[config.mk]
export PLATFORM = sky130hd
export DESIGN_NAME = aprs_axis
export DESIGN_NICKNAME = d
export VERILOG_FILES = /design/src/verilog/aprs_pkg.sv /design/src/verilog/aprs_axis.sv
export SDC_FILE = /design/constraint.sdc
export NUM_CORES = 1
export LEC_CHECK = 0
export ABC_CLOCK_PERIOD_IN_PS = 4300
export BUFFER_PORTS_ARGS = -buffer_cell sky130_fd_sc_hd__buf_2
export CAP_MARGIN = 5
export CORE_UTILIZATION = 55
export DETAILED_ROUTE_END_ITERATION = 12
export PLACE_DENSITY = 0.81
export SETUP_SLACK_MARGIN = 0.5
export SYNTH_ARGS = -nofsm -noshare
export SYNTH_HDL_FRONTEND = slang
export SYNTH_SLANG_ARGS = --single-unit
[constraint.sdc]
create_clock -name aclk -period 4.3 [get_ports aclk]
set_clock_uncertainty 0.05 [all_clocks]
set_input_delay 0 -clock aclk [delete_from_list [all_inputs] [get_ports aclk]]
set_output_delay 0 -clock aclk [all_outputs]
set_load 0.1 [all_outputs]
[src/verilog/aprs_pkg.sv]
// aprs_pkg: register map, field positions, reset values and timing for the axis position logic
package aprs_pkg;
   // ------------------------------------------------------------
   // clock and timing
   // ------------------------------------------------------------
   localparam int unsigned CLK_HZ = 125_000_000; // system clock rate
   localparam int unsigned EDGE_MAX_HZ = 100_000; // fastest phase edge rate
   localparam int unsigned EDGE_MIN_CYC = CLK_HZ / EDGE_MAX_HZ; // cycles between edges, rounded down
   localparam int unsigned MARK_MIN_US = 100; // shortest marker pulse in us
   localparam int unsigned MARK_MIN_CYC = (MARK_MIN_US * (CLK_HZ / 1_000_000)); // least cycles, exact

   // ------------------------------------------------------------
   // register byte offsets
   // ------------------------------------------------------------
   localparam logic [7:0] OFS_CTRL = 8'h00; // control bits
   localparam logic [7:0] OFS_STATUS = 8'h04; // status, read only
   localparam logic [7:0] OFS_POS = 8'h08; // axis position, read only
   localparam logic [7:0] OFS_ZERO = 8'h0C; // zero offset preset
   localparam logic [7:0] OFS_FEED = 8'h10; // search feed
   localparam logic [7:0] OFS_CREEP = 8'h14; // creep speed
   localparam logic [7:0] OFS_LIM_LO = 8'h18; // lower limit position
   localparam logic [7:0] OFS_LIM_HI = 8'h1C; // upper limit position
   localparam logic [7:0] OFS_JOG = 8'h20; // signed jog velocity

   // ------------------------------------------------------------
   // control field positions
   // ------------------------------------------------------------
   localparam int CTRL_MULT_LSB = 0; // two-bit multiplication code
   localparam int CTRL_MARK_NEG = 2; // marker active low when set
   localparam int CTRL_DIR_NEG = 3; // search starts backward when set
   localparam int CTRL_START = 4; // write one starts a search
   localparam int CTRL_ALL_REF = 5; // every other axis is referenced
   localparam logic [31:0] CTRL_RESET = 32'h0000_0000; // x1, positive marker, forward

   // ------------------------------------------------------------
   // multiplication codes and bus responses
   // ------------------------------------------------------------
   localparam logic [1:0] MULT_X1 = 2'h0; // count a rising only
   localparam logic [1:0] MULT_X2 = 2'h1; // count both a edges
   localparam logic [1:0] MULT_X4 = 2'h2; // count every edge
   localparam logic [1:0] RESP_OKAY = 2'h0; // normal answer
   localparam logic [1:0] RESP_SLVERR = 2'h2; // unmapped address

   // search sequence states
   typedef enum logic [2:0] {S_IDLE, S_APPROACH, S_CREEP, S_WAIT_MARK, S_DONE} aprs_state_t;
endpackage : aprs_pkg

[src/verilog/aprs_axis.sv]
// aprs_axis: quadrature position counter, marker qualifier and reference search for one axis
`timescale 1ns/1ps
module aprs_axis
   import aprs_pkg::*;
#(
   parameter int unsigned MARK_QUAL_CYC = MARK_MIN_CYC // marker hold before it is taken
) (
   input wire logic aclk, // system clock
   input wire logic aresetn, // synchronous reset, active low
   input wire logic [7:0] s_axi_awaddr, // write address
   input wire logic s_axi_awvalid, // write address valid
   output logic s_axi_awready, // write address ready
   input wire logic [31:0] s_axi_wdata, // write data
   input wire logic [3:0] s_axi_wstrb, // byte enables
   input wire logic s_axi_wvalid, // write data valid
   output logic s_axi_wready, // write data ready
   output logic [1:0] s_axi_bresp, // write response
   output logic s_axi_bvalid, // write response valid
   input wire logic s_axi_bready, // write response ready
   input wire logic [7:0] s_axi_araddr, // read address
   input wire logic s_axi_arvalid, // read address valid
   output logic s_axi_arready, // read address ready
   output logic [31:0] s_axi_rdata, // read data
   output logic [1:0] s_axi_rresp, // read response
   output logic s_axi_rvalid, // read data valid
   input wire logic s_axi_rready, // read data ready
   input wire logic phase_a_input, // transducer phase a
   input wire logic phase_b_input, // transducer phase b
   input wire logic marker_in, // transducer marker pulse
   input wire logic area_closed, // area switch closed, not actuated
   output logic signed [31:0] vel_cmd, // velocity command to the drive
   output logic ref_done, // reference point established
   output logic jog_blocked // jog held back by switch or limit
);
   import aprs_pkg::*;

   // ------------------------------------------------------------
   // registers
   // ------------------------------------------------------------
   logic [31:0] ctrl_q; // control bits
   logic [31:0] zero_q, feed_q, creep_q; // search settings
   logic signed [31:0] lim_lo_q, lim_hi_q, jog_q; // limits and jog
   logic signed [31:0] pos_q; // axis position
   logic [31:0] bus_rdata_q; // read data
   logic bvalid_q, rvalid_q; // pending answers
   logic [1:0] bresp_q, rresp_q; // answer codes
   aprs_state_t state_q; // search sequence
   logic ref_done_q; // reference established
   logic a_q, b_q; // previous phase levels
   logic [31:0] mark_cnt_q; // marker hold counter
   logic mark_taken_q; // marker already reported
   logic signed [31:0] vel_q; // registered velocity

   // ------------------------------------------------------------
   // bus write side
   // ------------------------------------------------------------
   logic wr_go, rd_go, start_pulse; // handshakes and search start
   // both write channels taken together once no answer is pending
   assign wr_go = s_axi_awvalid & s_axi_wvalid & ~bvalid_q;
   assign s_axi_awready = wr_go;
   assign s_axi_wready = wr_go;
   assign start_pulse = wr_go && s_axi_awaddr == OFS_CTRL && s_axi_wstrb[0] && s_axi_wdata[CTRL_START];

   // byte lane merge of a write into an old word
   function automatic logic [31:0] merge(input logic [31:0] old, input logic [31:0] nw, input logic [3:0] be);
      logic [31:0] r;
      r = old;
      for (int i = 0; i < 4; i++) begin
         if (be[i]) begin
            r[8*i +: 8] = nw[8*i +: 8];
         end
      end
      return r;
   endfunction : merge

   // register writes; start bit never stored
   always_ff @(posedge aclk) begin
      if (!aresetn) begin
         ctrl_q <= CTRL_RESET;
         zero_q <= 32'h0000_0000;
         feed_q <= 32'h0000_0000;
         creep_q <= 32'h0000_0000;
         lim_lo_q <= 32'sh0000_0000;
         lim_hi_q <= 32'sh0000_0000;
         jog_q <= 32'sh0000_0000;
      end else if (wr_go) begin
         case (s_axi_awaddr)
            OFS_CTRL: ctrl_q <= merge(ctrl_q, s_axi_wdata, s_axi_wstrb) & ~(32'h1 << CTRL_START);
            OFS_ZERO: zero_q <= merge(zero_q, s_axi_wdata, s_axi_wstrb);
            OFS_FEED: feed_q <= merge(feed_q, s_axi_wdata, s_axi_wstrb);
            OFS_CREEP: creep_q <= merge(creep_q, s_axi_wdata, s_axi_wstrb);
            OFS_LIM_LO: lim_lo_q <= merge(lim_lo_q, s_axi_wdata, s_axi_wstrb);
            OFS_LIM_HI: lim_hi_q <= merge(lim_hi_q, s_axi_wdata, s_axi_wstrb);
            OFS_JOG: jog_q <= merge(jog_q, s_axi_wdata, s_axi_wstrb);
            default: ; // read-only or unmapped: no store
         endcase
      end
   end

   // write response, held until accepted
   always_ff @(posedge aclk) begin
      if (!aresetn) begin
         bvalid_q <= 1'b0;
         bresp_q <= RESP_OKAY;
      end else if (wr_go) begin
         bvalid_q <= 1'b1;
         bresp_q <= (s_axi_awaddr <= OFS_JOG && s_axi_awaddr[1:0] == 2'h0) ? RESP_OKAY : RESP_SLVERR;
      end else if (s_axi_bready) begin
         bvalid_q <= 1'b0;
      end
   end
   assign s_axi_bvalid = bvalid_q;
   assign s_axi_bresp = bresp_q;

   // ------------------------------------------------------------
   // bus read side
   // ------------------------------------------------------------
   assign rd_go = s_axi_arvalid & ~rvalid_q;
   assign s_axi_arready = ~rvalid_q;

   // read mux and response, held until accepted
   always_ff @(posedge aclk) begin
      if (!aresetn) begin
         rvalid_q <= 1'b0;
         rresp_q <= RESP_OKAY;
         bus_rdata_q <= 32'h0000_0000;
      end else if (rd_go) begin
         rvalid_q <= 1'b1;
         rresp_q <= RESP_OKAY;
         case (s_axi_araddr)
            OFS_CTRL: bus_rdata_q <= ctrl_q;
            OFS_STATUS: bus_rdata_q <= {26'h0, jog_blocked, area_closed, ref_done_q, state_q};
            OFS_POS: bus_rdata_q <= pos_q;
            OFS_ZERO: bus_rdata_q <= zero_q;
            OFS_FEED: bus_rdata_q <= feed_q;
            OFS_CREEP: bus_rdata_q <= creep_q;
            OFS_LIM_LO: bus_rdata_q <= lim_lo_q;
            OFS_LIM_HI: bus_rdata_q <= lim_hi_q;
            OFS_JOG: bus_rdata_q <= jog_q;
            default: begin // unmapped
               bus_rdata_q <= 32'h0000_0000;
               rresp_q <= RESP_SLVERR;
            end
         endcase
      end else if (s_axi_rready) begin
         rvalid_q <= 1'b0;
      end
   end
   assign s_axi_rvalid = rvalid_q;
   assign s_axi_rdata = bus_rdata_q;
   assign s_axi_rresp = rresp_q;

   // ------------------------------------------------------------
   // quadrature decoder
   // ------------------------------------------------------------
   logic a_edge, b_edge, a_up, b_up, step_en, step_up; // edge events
   logic [1:0] mult; // multiplication code
   assign mult = ctrl_q[CTRL_MULT_LSB +: 2];
   assign a_edge = phase_a_input ^ a_q;
   assign b_edge = phase_b_input ^ b_q;
   assign a_up = phase_a_input ^ phase_b_input;
   assign b_up = ~(phase_a_input ^ phase_b_input);

   // pick which edges count for the chosen factor
   always_comb begin
      step_en = 1'b0;
      step_up = a_up;
      case (mult)
         MULT_X1: step_en = a_edge & phase_a_input;
         MULT_X2: step_en = a_edge;
         MULT_X4: begin
            step_en = a_edge | b_edge;
            step_up = a_edge ? a_up : b_up;
         end
         default: step_en = 1'b0; // reserved code holds the count
      endcase
   end

   // previous phase levels
   always_ff @(posedge aclk) begin
      if (!aresetn) begin
         a_q <= 1'b0;
         b_q <= 1'b0;
      end else begin
         a_q <= phase_a_input;
         b_q <= phase_b_input;
      end
   end

   // ------------------------------------------------------------
   // marker qualifier
   // ------------------------------------------------------------
   logic mark_lvl, mark_hit; // polarity-corrected level, taken pulse
   assign mark_lvl = marker_in ^ ctrl_q[CTRL_MARK_NEG];
   assign mark_hit = mark_lvl && !mark_taken_q && mark_cnt_q >= MARK_QUAL_CYC - 1;

   // count hold time, report once per pulse
   always_ff @(posedge aclk) begin
      if (!aresetn || !mark_lvl) begin
         mark_cnt_q <= 32'h0000_0000;
         mark_taken_q <= 1'b0;
      end else begin
         if (mark_cnt_q < MARK_QUAL_CYC) begin
            mark_cnt_q <= mark_cnt_q + 32'h1;
         end
         if (mark_hit) begin
            mark_taken_q <= 1'b1;
         end
      end
   end

   // ------------------------------------------------------------
   // reference search and position
   // ------------------------------------------------------------
   logic preset; // marker during marker wait
   assign preset = state_q == S_WAIT_MARK && mark_hit;

   // search sequence
   always_ff @(posedge aclk) begin
      if (!aresetn) begin
         state_q <= S_IDLE;
         ref_done_q <= 1'b0;
      end else begin
         case (state_q)
            S_IDLE, S_DONE: if (start_pulse) begin
               state_q <= S_APPROACH;
               ref_done_q <= 1'b0;
            end
            S_APPROACH: if (!area_closed) state_q <= S_CREEP;
            S_CREEP: if (area_closed) state_q <= S_WAIT_MARK;
            S_WAIT_MARK: if (mark_hit) begin
               state_q <= S_DONE;
               ref_done_q <= 1'b1;
            end
            default: state_q <= S_IDLE;
         endcase
      end
   end

   // position counter, preset wins over a step
   always_ff @(posedge aclk) begin
      if (!aresetn) begin
         pos_q <= 32'sh0000_0000;
      end else if (preset) begin
         pos_q <= zero_q;
      end else if (step_en) begin
         pos_q <= step_up ? pos_q + 32'sh1 : pos_q - 32'sh1;
      end
   end

   // ------------------------------------------------------------
   // velocity command and jog guard
   // ------------------------------------------------------------
   logic lim_est, lim_hit, sw_stop; // limit guards
   logic signed [31:0] feed_s, creep_s; // signed search speeds
   assign lim_est = ref_done_q & ctrl_q[CTRL_ALL_REF];
   assign lim_hit = lim_est && ((jog_q > 0 && pos_q >= lim_hi_q) || (jog_q < 0 && pos_q <= lim_lo_q));
   assign sw_stop = !lim_est && !area_closed;
   assign jog_blocked = lim_hit | sw_stop;
   assign feed_s = ctrl_q[CTRL_DIR_NEG] ? -$signed(feed_q) : $signed(feed_q);
   assign creep_s = ctrl_q[CTRL_DIR_NEG] ? $signed(creep_q) : -$signed(creep_q);

   // velocity per phase of the search, jog otherwise
   always_ff @(posedge aclk) begin
      if (!aresetn) begin
         vel_q <= 32'sh0000_0000;
      end else begin
         case (state_q)
            S_APPROACH: vel_q <= feed_s;
            S_CREEP, S_WAIT_MARK: vel_q <= creep_s;
            default: vel_q <= jog_blocked ? 32'sh0000_0000 : jog_q;
         endcase
      end
   end
   assign vel_cmd = vel_q;
   assign ref_done = ref_done_q;

   // ------------------------------------------------------------
   // assertions
   // ------------------------------------------------------------
   property p_inc_a_lead;
      @(posedge aclk) disable iff (!aresetn) (mult == MULT_X4 && a_edge && !b_edge && a_up && !preset)
         |=> pos_q == $past(pos_q) + 32'sh1;
   endproperty
   a_inc_a_lead: assert property (p_inc_a_lead) else $error("a lead did not count up");
   property p_x1_ignores_b;
      @(posedge aclk) disable iff (!aresetn) (mult == MULT_X1 && !a_edge && b_edge && !preset)
         |=> $stable(pos_q);
   endproperty
   a_x1_ignores_b: assert property (p_x1_ignores_b) else $error("x1 counted a b edge");
   property p_x4_b_step;
      @(posedge aclk) disable iff (!aresetn) (mult == MULT_X4 && b_edge && !a_edge && !b_up && !preset)
         |=> pos_q == $past(pos_q) - 32'sh1;
   endproperty
   a_x4_b_step: assert property (p_x4_b_step) else $error("x4 missed a b edge");
   property p_start_approach;
      @(posedge aclk) disable iff (!aresetn) (state_q == S_IDLE && start_pulse)
         |=> state_q == S_APPROACH ##1 vel_cmd == feed_s;
   endproperty
   a_start_approach: assert property (p_start_approach) else $error("search did not start at feed");
   property p_reverse;
      @(posedge aclk) disable iff (!aresetn) (state_q == S_APPROACH && !area_closed)
         |=> state_q == S_CREEP ##1 vel_cmd == creep_s;
   endproperty
   a_reverse: assert property (p_reverse) else $error("no reversal at creep");
   property p_preset;
      @(posedge aclk) disable iff (!aresetn) preset |=> pos_q == $past(zero_q) && ref_done_q;
   endproperty
   a_preset: assert property (p_preset) else $error("marker did not preset position");
   property p_mark_hold;
      @(posedge aclk) disable iff (!aresetn) mark_hit |-> $past(mark_lvl, 1) || MARK_QUAL_CYC <= 1;
   endproperty
   a_mark_hold: assert property (p_mark_hold) else $error("marker taken too early");
   property p_limit;
      @(posedge aclk) disable iff (!aresetn)
         ((state_q == S_IDLE || state_q == S_DONE) && lim_est && jog_q > 0 && pos_q >= lim_hi_q)
         |=> vel_cmd == 32'sh0000_0000;
   endproperty
   a_limit: assert property (p_limit) else $error("jog passed upper limit");
   property p_sw_stop;
      @(posedge aclk) disable iff (!aresetn) (state_q == S_IDLE && !lim_est && !area_closed)
         |=> vel_cmd == 32'sh0000_0000;
   endproperty
   a_sw_stop: assert property (p_sw_stop) else $error("jog ran on actuated switch");
endmodule : aprs_axis

### Yosys cells after proc, flatten, opt, wreduce, memory -nomap -nowiden

Cells that the tools add are included.

| storage, ports and cells | value |
|---|---|
| bits in registers | 364 |
| input port bits | 63 |
| word-level logic and storage cells | 176 |

| cells by class | value |
|---|---|
| $add $sub $neg | 5 |
| magnitude comparators | 7 |
| equality and inequality tests | 24 |
| multiplexer cells | 25 |
| bitwise logic cells | 14 |
| reduce and logical (&&, ||, !) cells | 60 |

Operators with widths:

| cell | count |
|---|---|
| one-hot mux 32 bit (9 select lines) | 1 |
| 2-to-1 mux 32 bit | 6 |
| AND reduction 3 bit | 29 |
| equality test 8 x 5 -> 1 bit, second input constant | 8 |
| negation 32 bit | 2 |
| one-hot mux 32 bit (2 select lines) | 1 |
| adder 32 x 1 -> 32 bit, second input constant | 1 |
| adder 32 x 2 -> 32 bit, second input constant | 1 |
| greater-or-equal comparator 32 x 14 -> 1 bit, second input constant | 1 |
| greater-or-equal comparator 32 bit | 1 |
| greater-than comparator 32 x 1 -> 1 bit, second input constant | 1 |
| <= comparator 32 bit | 1 |
| less-than comparator 32 x 1 -> 1 bit, second input constant | 1 |
| less-than comparator 32 x 14 -> 1 bit, second input constant | 1 |
| subtractor 32 x 2 -> 32 bit, second input constant | 1 |
| equality test 8 x 4 -> 1 bit, second input constant | 3 |
| equality test 8 x 6 -> 1 bit, second input constant | 2 |
| logical NOT 8 bit | 2 |
| 2-to-1 mux 3 bit | 4 |
| one-hot mux 3 bit (4 select lines) | 1 |
| logical AND 1 bit | 11 |
| OR reduction 9 bit | 1 |
| equality test 8 x 3 -> 1 bit, second input constant | 1 |
| <= comparator 8 x 6 -> 1 bit, second input constant | 1 |
| other kinds (21) | 53 |

### Logic depth before layout (Yosys ltp)

Gate-level depths: netlist of run 1.

| logic depth | value |
|---|---|
| depth in word-level cells | 7 |
| mapped depth | 16 |
| gate-level depth less buffers | 16 |

### Least setup slack after synthesis of run 1

OpenSTA, ideal clock, no wires.

| timing | value |
|---|---|
| path kind | register to register |
| from | register a_q |
| to | register pos_q[31] |
| arrival time | 4.534 ns |
| required time | 4.118 ns |
| path slack | -0.416 ns |
| stages on the path, launching flop included | 17 |
| path through | dfxtp_1 -> inv_1 -> ha_1 -> nand2_1 -> nor2_1 -> xnor2_1 -> ha_1 -> clkbuf_1 -> a211o_1 -> a21oi_1 -> a21oi_1 -> a221o_1 -> a41o_1 -> a21o_1 -> a211oi_1 -> xor2_1 -> a21oi_1 |

| on the way | value |
|---|---|
| word-level cells in the longest chain between the ends | 6 |
| elaborated cells between the ends (all ways) | 10 |
| those cells by class | 6 x mux; 3 x bitwise; 1 x reduce/logical |

RTL lines:

| element | line | RTL |
|---|---|---|
| start: declaration | aprs_axis.sv:49 | `logic a_q, b_q;` |
| start signal: assignment | aprs_axis.sv:185 | `a_q <= phase_a_input;` |
| bitwise XOR 1 bit (*) | aprs_axis.sv:159 | `assign a_edge = phase_a_input ^ a_q;` |
| 2-to-1 mux 1 bit | aprs_axis.sv:173 | `step_up = a_edge ? a_up : b_up;` |
| 2-to-1 mux 1 bit | aprs_axis.sv:168 | `case (mult)` |
| 2-to-1 mux 32 bit | aprs_axis.sv:247 | `pos_q <= step_up ? pos_q + 32'sh1 : pos_q - 32'sh1;` |
| 2-to-1 mux 32 bit | aprs_axis.sv:246 | `end else if (step_en) begin` |
| 2-to-1 mux 32 bit | aprs_axis.sv:244 | `end else if (preset) begin` |
| end signal: assignment | aprs_axis.sv:245 | `pos_q <= zero_q;` |
| end signal: assignment | aprs_axis.sv:247 |  |
| end: declaration | aprs_axis.sv:43 | `logic signed [31:0] pos_q;` |

Every way passes the cells marked *; elsewhere a longest branch is shown, timed or not. The select of a mux whose other input is x is not followed.
A chain may end at the register's enable or synchronous reset.

### Final worst setup path of run 1

Ends and elaborated chain as after synthesis.

==> impl_metrics.py, run 1 <==
metrics = {
    "synth": {
        "synthTopCellsByCount": "dfxtp_1 (362), nand2_1 (299), nor2_1 (270), a21oi_1 (211), mux2i_1 (133)",
        "mappedNetlistArea_sq_um": 19500,
        "synthArstFlopShare_pct": 0,
        "syn_inst": 2373,
        "synth_area_leaders": "dfxtp_1 (37%), mux2i_1 (6.8%), ha_1 (6.3%), nand2_1 (5.8%), a21oi_1 (5.4%)",
        "yosys_register_bits": 362,
        "ys_types": 78,
        "synth-edff-count": 0,
        "yosys_warnings": 0,
        "postSynthAreaPerCell_sq_um": 8.20,
        "synth_largest_area_cell": "dfxtp_1",
        "synth-seq-area-share_pct": 37.2,
        "synth.most_common_cell": "dfxtp_1",
        "yosysTopAreaCellShare_pct": 37.2,
        "ys.flop_type": "dfxtp_1",
    },
    "floorplan": {
        "ios": 138,
        "die_x_um": 190,
        "die_area_sq_um": 36100,
        "fp-row-count": 68,
        "core_area_sq_um": 34700,
        "start_util_pct": 56.1,
        "die_h_um": 190,
    },
    "placement": {
        "dp_cells": 2854,
        "post-place-ws_ns": 0.442,
        "dp_hpwl_mm": 46.4,
        "port_buffers": 135,
        "dpl_cell_area_sq_um": 20500,
        "globalplace.congestion": 1.00,
    },
    "pwr": {
        "p_leak_nw": 9.21,
        "p_clk_share_pct": 41.3,
        "swShare_pct": 28.2,
        "switchingPower_mw": 2.32,
        "p_int_mw": 5.90,
        "p_seq_share_pct": 42.4,
        "total_power_mw": 8.22,
        "combPwrFrac_pct": 16.2,
        "p_per_area_nw_per_um2": 366,
        "ir_drop_mv": 0.457,
    },
    "drt": {
        "wl_mm": 65.6,
        "first_pass_iters": 9,
        "viasPerCell": 6.51,
        "antenna_left": 0,
        "detail_route.wl_per_cell_um": 22.0,
        "vias": 19500,
        "drc": 0,
        "drt-initial-drc-count": 2335,
    },
    "global_routing": {
        "antenna_found_initial": 2,
        "grt_pass1_wl_mm": 101,
        "grtUsageTotal_pct": 35.6,
        "grt-ovfl-total": 0,
        "grt_pass1_vias": 18600,
        "grt_max_degree": 145,
    },
    "timing": {
        "maxSlewHeadroom_pct": 16.0,
        "finalCriticalPeriod_ns": 3.70,
        "fmax_mhz": 270,
        "rsz0062_at_grt": "yes",
        "drv_slew": 0,
        "setup_tns_ns": 0,
        "worst_slew_pin_slew_ns": 1.26,
        "hold_slack_ns": 0.0531,
        "setup_ws_ns": 0.596,
        "setup_viol": 0,
        "hold_violations": 0,
        "fin_crit_sh_pct": 86.1,
    },
    "final_layout": {
        "nFillCells": 2906,
        "drive_gt1_share_pct": 10.7,
        "stdcell_count": 2988,
        "area_growth_pct": 15.3,
        "fin_util_pct": 64.6,
        "nNetsFinal": 2665,
        "fin_area_sq_um": 22400,
    },
    "worst_setup_path": {
        "crit_chain": "inv_1, ha_1, nand2_1, nor2_2, xnor2_4, ha_1, a211o_1, a21oi_1, a21oi_1, a221o_1, a41o_1, a21o_1, a211oi_1, xor2_1, a21oi_1",
        "worstSetupStartpointType": "flip-flop",
        "cp_slowest_cell": "ha_1",
        "worstPathArrival_ns": 4.04,
        "slowest_delay_ns": 0.38,
        "crit_type": "flip-flop to flip-flop",
        "cp_max_fo": 8,
        "cpMostUsedCell": "a21oi_1",
        "critPathCaptureType": "flip-flop",
        "crit_required_ns": 4.64,
    },
    "clock_network": {
        "clk_latency_ns": 0.56,
        "cts_buffers": 39,
        "clk_pin_slew_ns": 0.06,
        "cts_num_sinks": 362,
        "htreeDepth": 2,
        "cts_tree": "yes",
        "clockBufferDepth": 3,
        "root_buffer": "clkbuf_16",
    },
    "min_path": {
        "hp-class": "primary input to flip-flop",
    },
    "run_status": {
        "status": "complete, no violations",
    },
    "job": {
        "cap_violations": 0,
    },
}
worst max-delay path, delay by kind of cell, from the launching register on:
family	cells	cell delay (ns)
compound gates	8	1.82
flops	1	0.31
fa+ha+maj	2	0.68
xor+xnor	2	0.38
buf+inv	1	0.04
simple gates	2	0.26
layout by cell type, fill, tap and decap left out, types with 10 or more instances in the layout:
cell	synthesis	routed
nand3_1	88	88
a21oi_1	211	211
clkinv_2	0	11
buf_4	3	30
a31oi_1	49	49
nor3_1	39	35
nor2_1	270	264
buf_2	7	135
a221oi_1	38	38
o21a_1	13	13
a211oi_1	23	22
nor4_1	18	17
nand2b_1	11	10
dlygate4sd3_1	0	61
xor2_1	40	40
and3_1	24	24
o21ai_0	42	41
inv_1	96	95
a22o_1	63	63
a222oi_1	27	27
clkbuf_16	0	40
xnor2_1	62	61
dfxtp_1	362	361
a21o_1	33	33
ha_1	98	98
nand2_1	299	299
nand4_1	25	25
o22ai_1	32	32
mux2i_1	133	133
flip-flops by register name, indices dropped and copies added (netlist names), 3 cells and up:
name and cells:
creep_q 32, feed_q 32, jog_q 32, lim_hi_q 32, lim_lo_q 32, mark_cnt_q 32
pos_q 32, s_axi_rdata 32, vel_cmd 32, zero_q 32, ctrl_q 31, state_q 3
power groups by stage:
stage                     Clock [mW]  Sequential (mW)  Combinational, mW
after global routing            3.56             3.49               1.46
after CTS                       3.40             3.48               1.29
final                           3.40             3.48               1.33
after floorplan                    0             3.54              0.905
after global placement             0             3.56               1.21
after detailed placement           0             3.56               1.24
area by class of cell:
class | count | area (sq um) | share of cell area, %
multi-input cells | 1777 | 11400 | 51.0
inverters | 96 | 368 | 1.64
clock inverters | 17 | 156 | 0.697
flip-flops and latches | 362 | 7250 | 32.3
well taps | 455 | 569 | 2.54
diodes | 2 | 5.00 | 0.0223
clock buffers | 52 | 1130 | 5.02
repair buffers | 227 | 1520 | 6.79
kinds of logic after synthesis:
group	synth area share [%]
AOI/OAI and AO/OA	21.1
xor gates and xnor gates	4.59
adders and majority gates	6.40
buffers and inverters	4.63
DFF	37.2
muxes	6.96
other	0.0193
and+or+nand+nor	19.1
what timing repair did:
action                                  in CTS  in global routing
setup buffers                                2                  0
resized for setup                            2                  8
pin swaps                                    1                  1
hold buffers                                61                  0
endpoints found under the setup margin       3                 14
hold endpoints to repair                   252                  0
layer usage:
metal  part of all wire, %  vias up  wire length (um)  global-route usage [%]
met5                     0        -                 0                       0
met4                   6.8        0              4490                    21.2
met3                   9.4      308              6180                    6.75
met2                    46     1136             30000                    58.9
met1                    38     9204             25000                    42.7
li1                      -     8802                 -                       -
final timing paths:
| check | startpoint | end | slack, ns | cells after the start |
|---|---|---|---|---|
| setup / recovery | a_q | pos_q[31] | 0.60 | 15 |
| hold / removal | s_axi_awaddr[4] | ctrl_q[11] | 0.05 | 6 |
| setup reg to reg | a_q | pos_q[31] | 0.60 | 15 |
| hold reg to reg | ctrl_q[19] | ctrl_q[19] | 0.41 | 2 |
Note: power is estimated with default switching activity, not from simulation.
==> run 2, diff against run 1 <==
- BUFFER_PORTS_ARGS: -buffer_cell sky130_fd_sc_hd__buf_2 -> -buffer_cell sky130_fd_sc_hd__buf_4
- CTS_CLUSTER_SIZE: default -> 40
==> run 2 against run 1 <==
Effect of this change: first-iteration DRC count down 2.1%; critical path depth is 4 lower; combinational power grew 5%; routed wire length rose by 0.82%; sequential power barely moved; die area is the same; sequential cell count unchanged; non-clock buffer count increased by 5; final area up 2.2%; count of clock-buffer cells in the layout is 1 higher; utilization up 1.4 points; critical path type is now flip-flop to primary output.
==> impl_metrics.py, run 2 (synthesis results as in run 1) <==
metrics = {
    "final_layout": {
        "nNetsFinal": 2671,
        "mostFrequentLayoutCells": "dfxtp_1 (361), nand2_1 (299), nor2_1 (264), a21oi_1 (206), buf_4 (168)",
        "area_growth_pct": 17.8,
        "final_common_cell": "dfxtp_1",
        "drive_gt1_share_pct": 11.3,
        "nFillCells": 2810,
    },
    "floorplan": {
        "die_h_um": 190,
        "core_area_sq_um": 34700,
        "die_area_sq_um": 36100,
        "start_util_pct": 56.1,
        "die_x_um": 190,
        "ios": 138,
        "fp-row-count": 68,
    },
    "clock_network": {
        "clk_latency_ns": 0.55,
        "htreeDepth": 2,
        "cts_num_sinks": 362,
        "cts_tree": "yes",
        "clockBufferDepth": 3,
        "clk_pin_slew_ns": 0.06,
        "root_buffer": "clkbuf_16",
        "cts_buffers": 39,
    },
    "pwr": {
        "total_power_mw": 8.32,
        "ir_drop_mv": 0.355,
        "p_leak_nw": 9.28,
        "p_per_area_nw_per_um2": 363,
    },
    "timing": {
        "maxSlewHeadroom_pct": 15.3,
        "worst_slew_pin_slew_ns": 1.27,
        "setup_viol": 0,
        "setup_tns_ns": 0,
        "finalCriticalPeriod_ns": 3.67,
        "drv_slew": 0,
        "rsz0062_at_grt": "yes",
        "fin_crit_sh_pct": 85.4,
        "fmax_mhz": 272,
        "hold_violations": 0,
    },
    "placement": {
        "globalplace.congestion": 0.989,
        "dp_hpwl_mm": 46.3,
        "port_buffers": 135,
    },
    "worst_setup_path": {
        "slowest_delay_ns": 0.53,
        "ff2ff_path_depth": 17,
        "cp_max_fo": 3,
        "cp_slowest_cell": "a211oi_1",
        "worstSetupStartpointType": "flip-flop",
        "worstPathArrival_ns": 3.62,
        "critPathCaptureType": "primary output",
        "crit_chain": "inv_1, ha_1, a41o_1, a211oi_1, o31ai_1, a221o_1, a21o_1, a211oi_1, nand2_1, nand2_1, buf_4",
        "crit_required_ns": 4.25,
        "endpoint": "jog_blocked",
        "crit_type": "flip-flop to primary output",
        "reg2reg_slack_ns": 0.63,
        "r2r-end": "pos_q[28]",
        "r2r-start": "a_q",
        "crit_path_start": "lim_hi_q[19]",
    },
    "run_status": {
        "status": "complete, no violations",
    },
    "min_path": {
        "hp-class": "primary input to flip-flop",
        "hp-start": "s_axi_wstrb[2]",
    },
    "drt": {
        "antenna_left": 0,
        "vias": 19600,
        "drc": 0,
        "wl_mm": 66.1,
        "viasPerCell": 6.53,
        "drt-initial-drc-count": 2286,
        "detail_route.wl_per_cell_um": 22.1,
        "first_pass_iters": 10,
    },
    "global_routing": {
        "grt-ovfl-total": 0,
        "grt_pass1_vias": 18500,
        "grtUsageTotal_pct": 35.4,
        "grt_pass1_wl_mm": 101,
        "antenna_found_initial": 3,
        "grt_max_degree": 190,
    },
    "job": {
        "cap_violations": 0,
    },
}
run 2: cell count changes in the layout (fill, tap and decap cells not counted), sizes merged:
cell / before / now
bufinv: 2 / 3
dlygate4sd3: 61 / 63
buf: 166 / 169
diode: 2 / 1
clkbuf: 52 / 53
inv: 98 / 97
xnor2: 62 / 63
clkinvlp: 1 / 3
run 2: metal layers:
metal / up-vias / GRT usage (%) / share of wire [%] / routed length, um
met1: 9189 / 42.3 / 38 / 25300
met4: 4 / 23.3 / 7.3 / 4800
met5: - / 0 / 0.038 / 25
li1: 8831 / - / - / -
met2: 1206 / 59.0 / 46 / 30400
met3: 327 / 5.44 / 8.5 / 5610
run 2: cell type report:
type                    count  area (sq um)  share of cell area (%)
multi-input cells        1778         11500                    50.3
flip-flops and latches    362          7250                    31.6
repair buffers            232          1900                    8.30
clock buffers              53          1100                    4.80
well taps                 455           569                    2.48
inverters                  96           368                    1.60
clock inverters            19           208                   0.906
diodes                      1          2.50                  0.0109
run 2: where the power goes:
part           leakage (nW)  switching, mW  internal [mW]
Sequential             2.92         0.0830           3.40
Clock                 0.639           1.45           1.99
Combinational          5.72          0.829          0.562
Total                  9.28           2.37           5.96
run 2: critical path: cells and delay by family (launching register included):
| kind | cells | cell delay [ns] |
|---|---|---|
| adders and majority gates | 1 | 0.33 |
| DFF | 1 | 0.36 |
| buffers and inverters | 2 | 0.37 |
| AOI/OAI and AO/OA | 6 | 1.65 |
| and+or+nand+nor | 2 | 0.37 |
run 2: worst min path at each step:
| stage | to | slack (ns) | depth (start not counted) |
|---|---|---|---|
| 4_1_cts | jog_q[19] | 0.002 | 5 |
| 5_1_grt | jog_q[21] | 0.02 | 5 |
| 3_5_place_dp | s_axi_rvalid | 0.14 | 2 |
| 2_1_floorplan | s_axi_rvalid | 0.05 | 1 |
| 6_report | jog_q[18] | 0.003 | 5 |
| 3_3_place_gp | s_axi_rvalid | 0.14 | 2 |
run 2: repair_timing:
action	CTS	global route
cloned	0	1
hold endpoints to repair	253	0
setup buffers	2	2
hold buffers	63	0
pin swaps	1	5
endpoints found under the setup margin	8	14
resized for setup	3	24
run 2: through the flow:
| step | cell area [sq um] | instances | setup WS [ns] | hold WS (ns) | util (%) |
|---|---|---|---|---|---|
| CTS | 22800 | 2992 | 0.537 | 0.00190 | 65.7 |
| detailed placement | 20800 | 2855 | 0.416 | 0.143 | 60.0 |
| floorplan | 19500 | 2374 | 0.553 | 0.0501 | - |
| global route | 22900 | 2996 | 0.434 | 0.0241 | 66.1 |
| global placement | 20800 | 2855 | 0.564 | 0.138 | 60.0 |
| finish | 22900 | 2996 | 0.627 | 0.00335 | 66.1 |
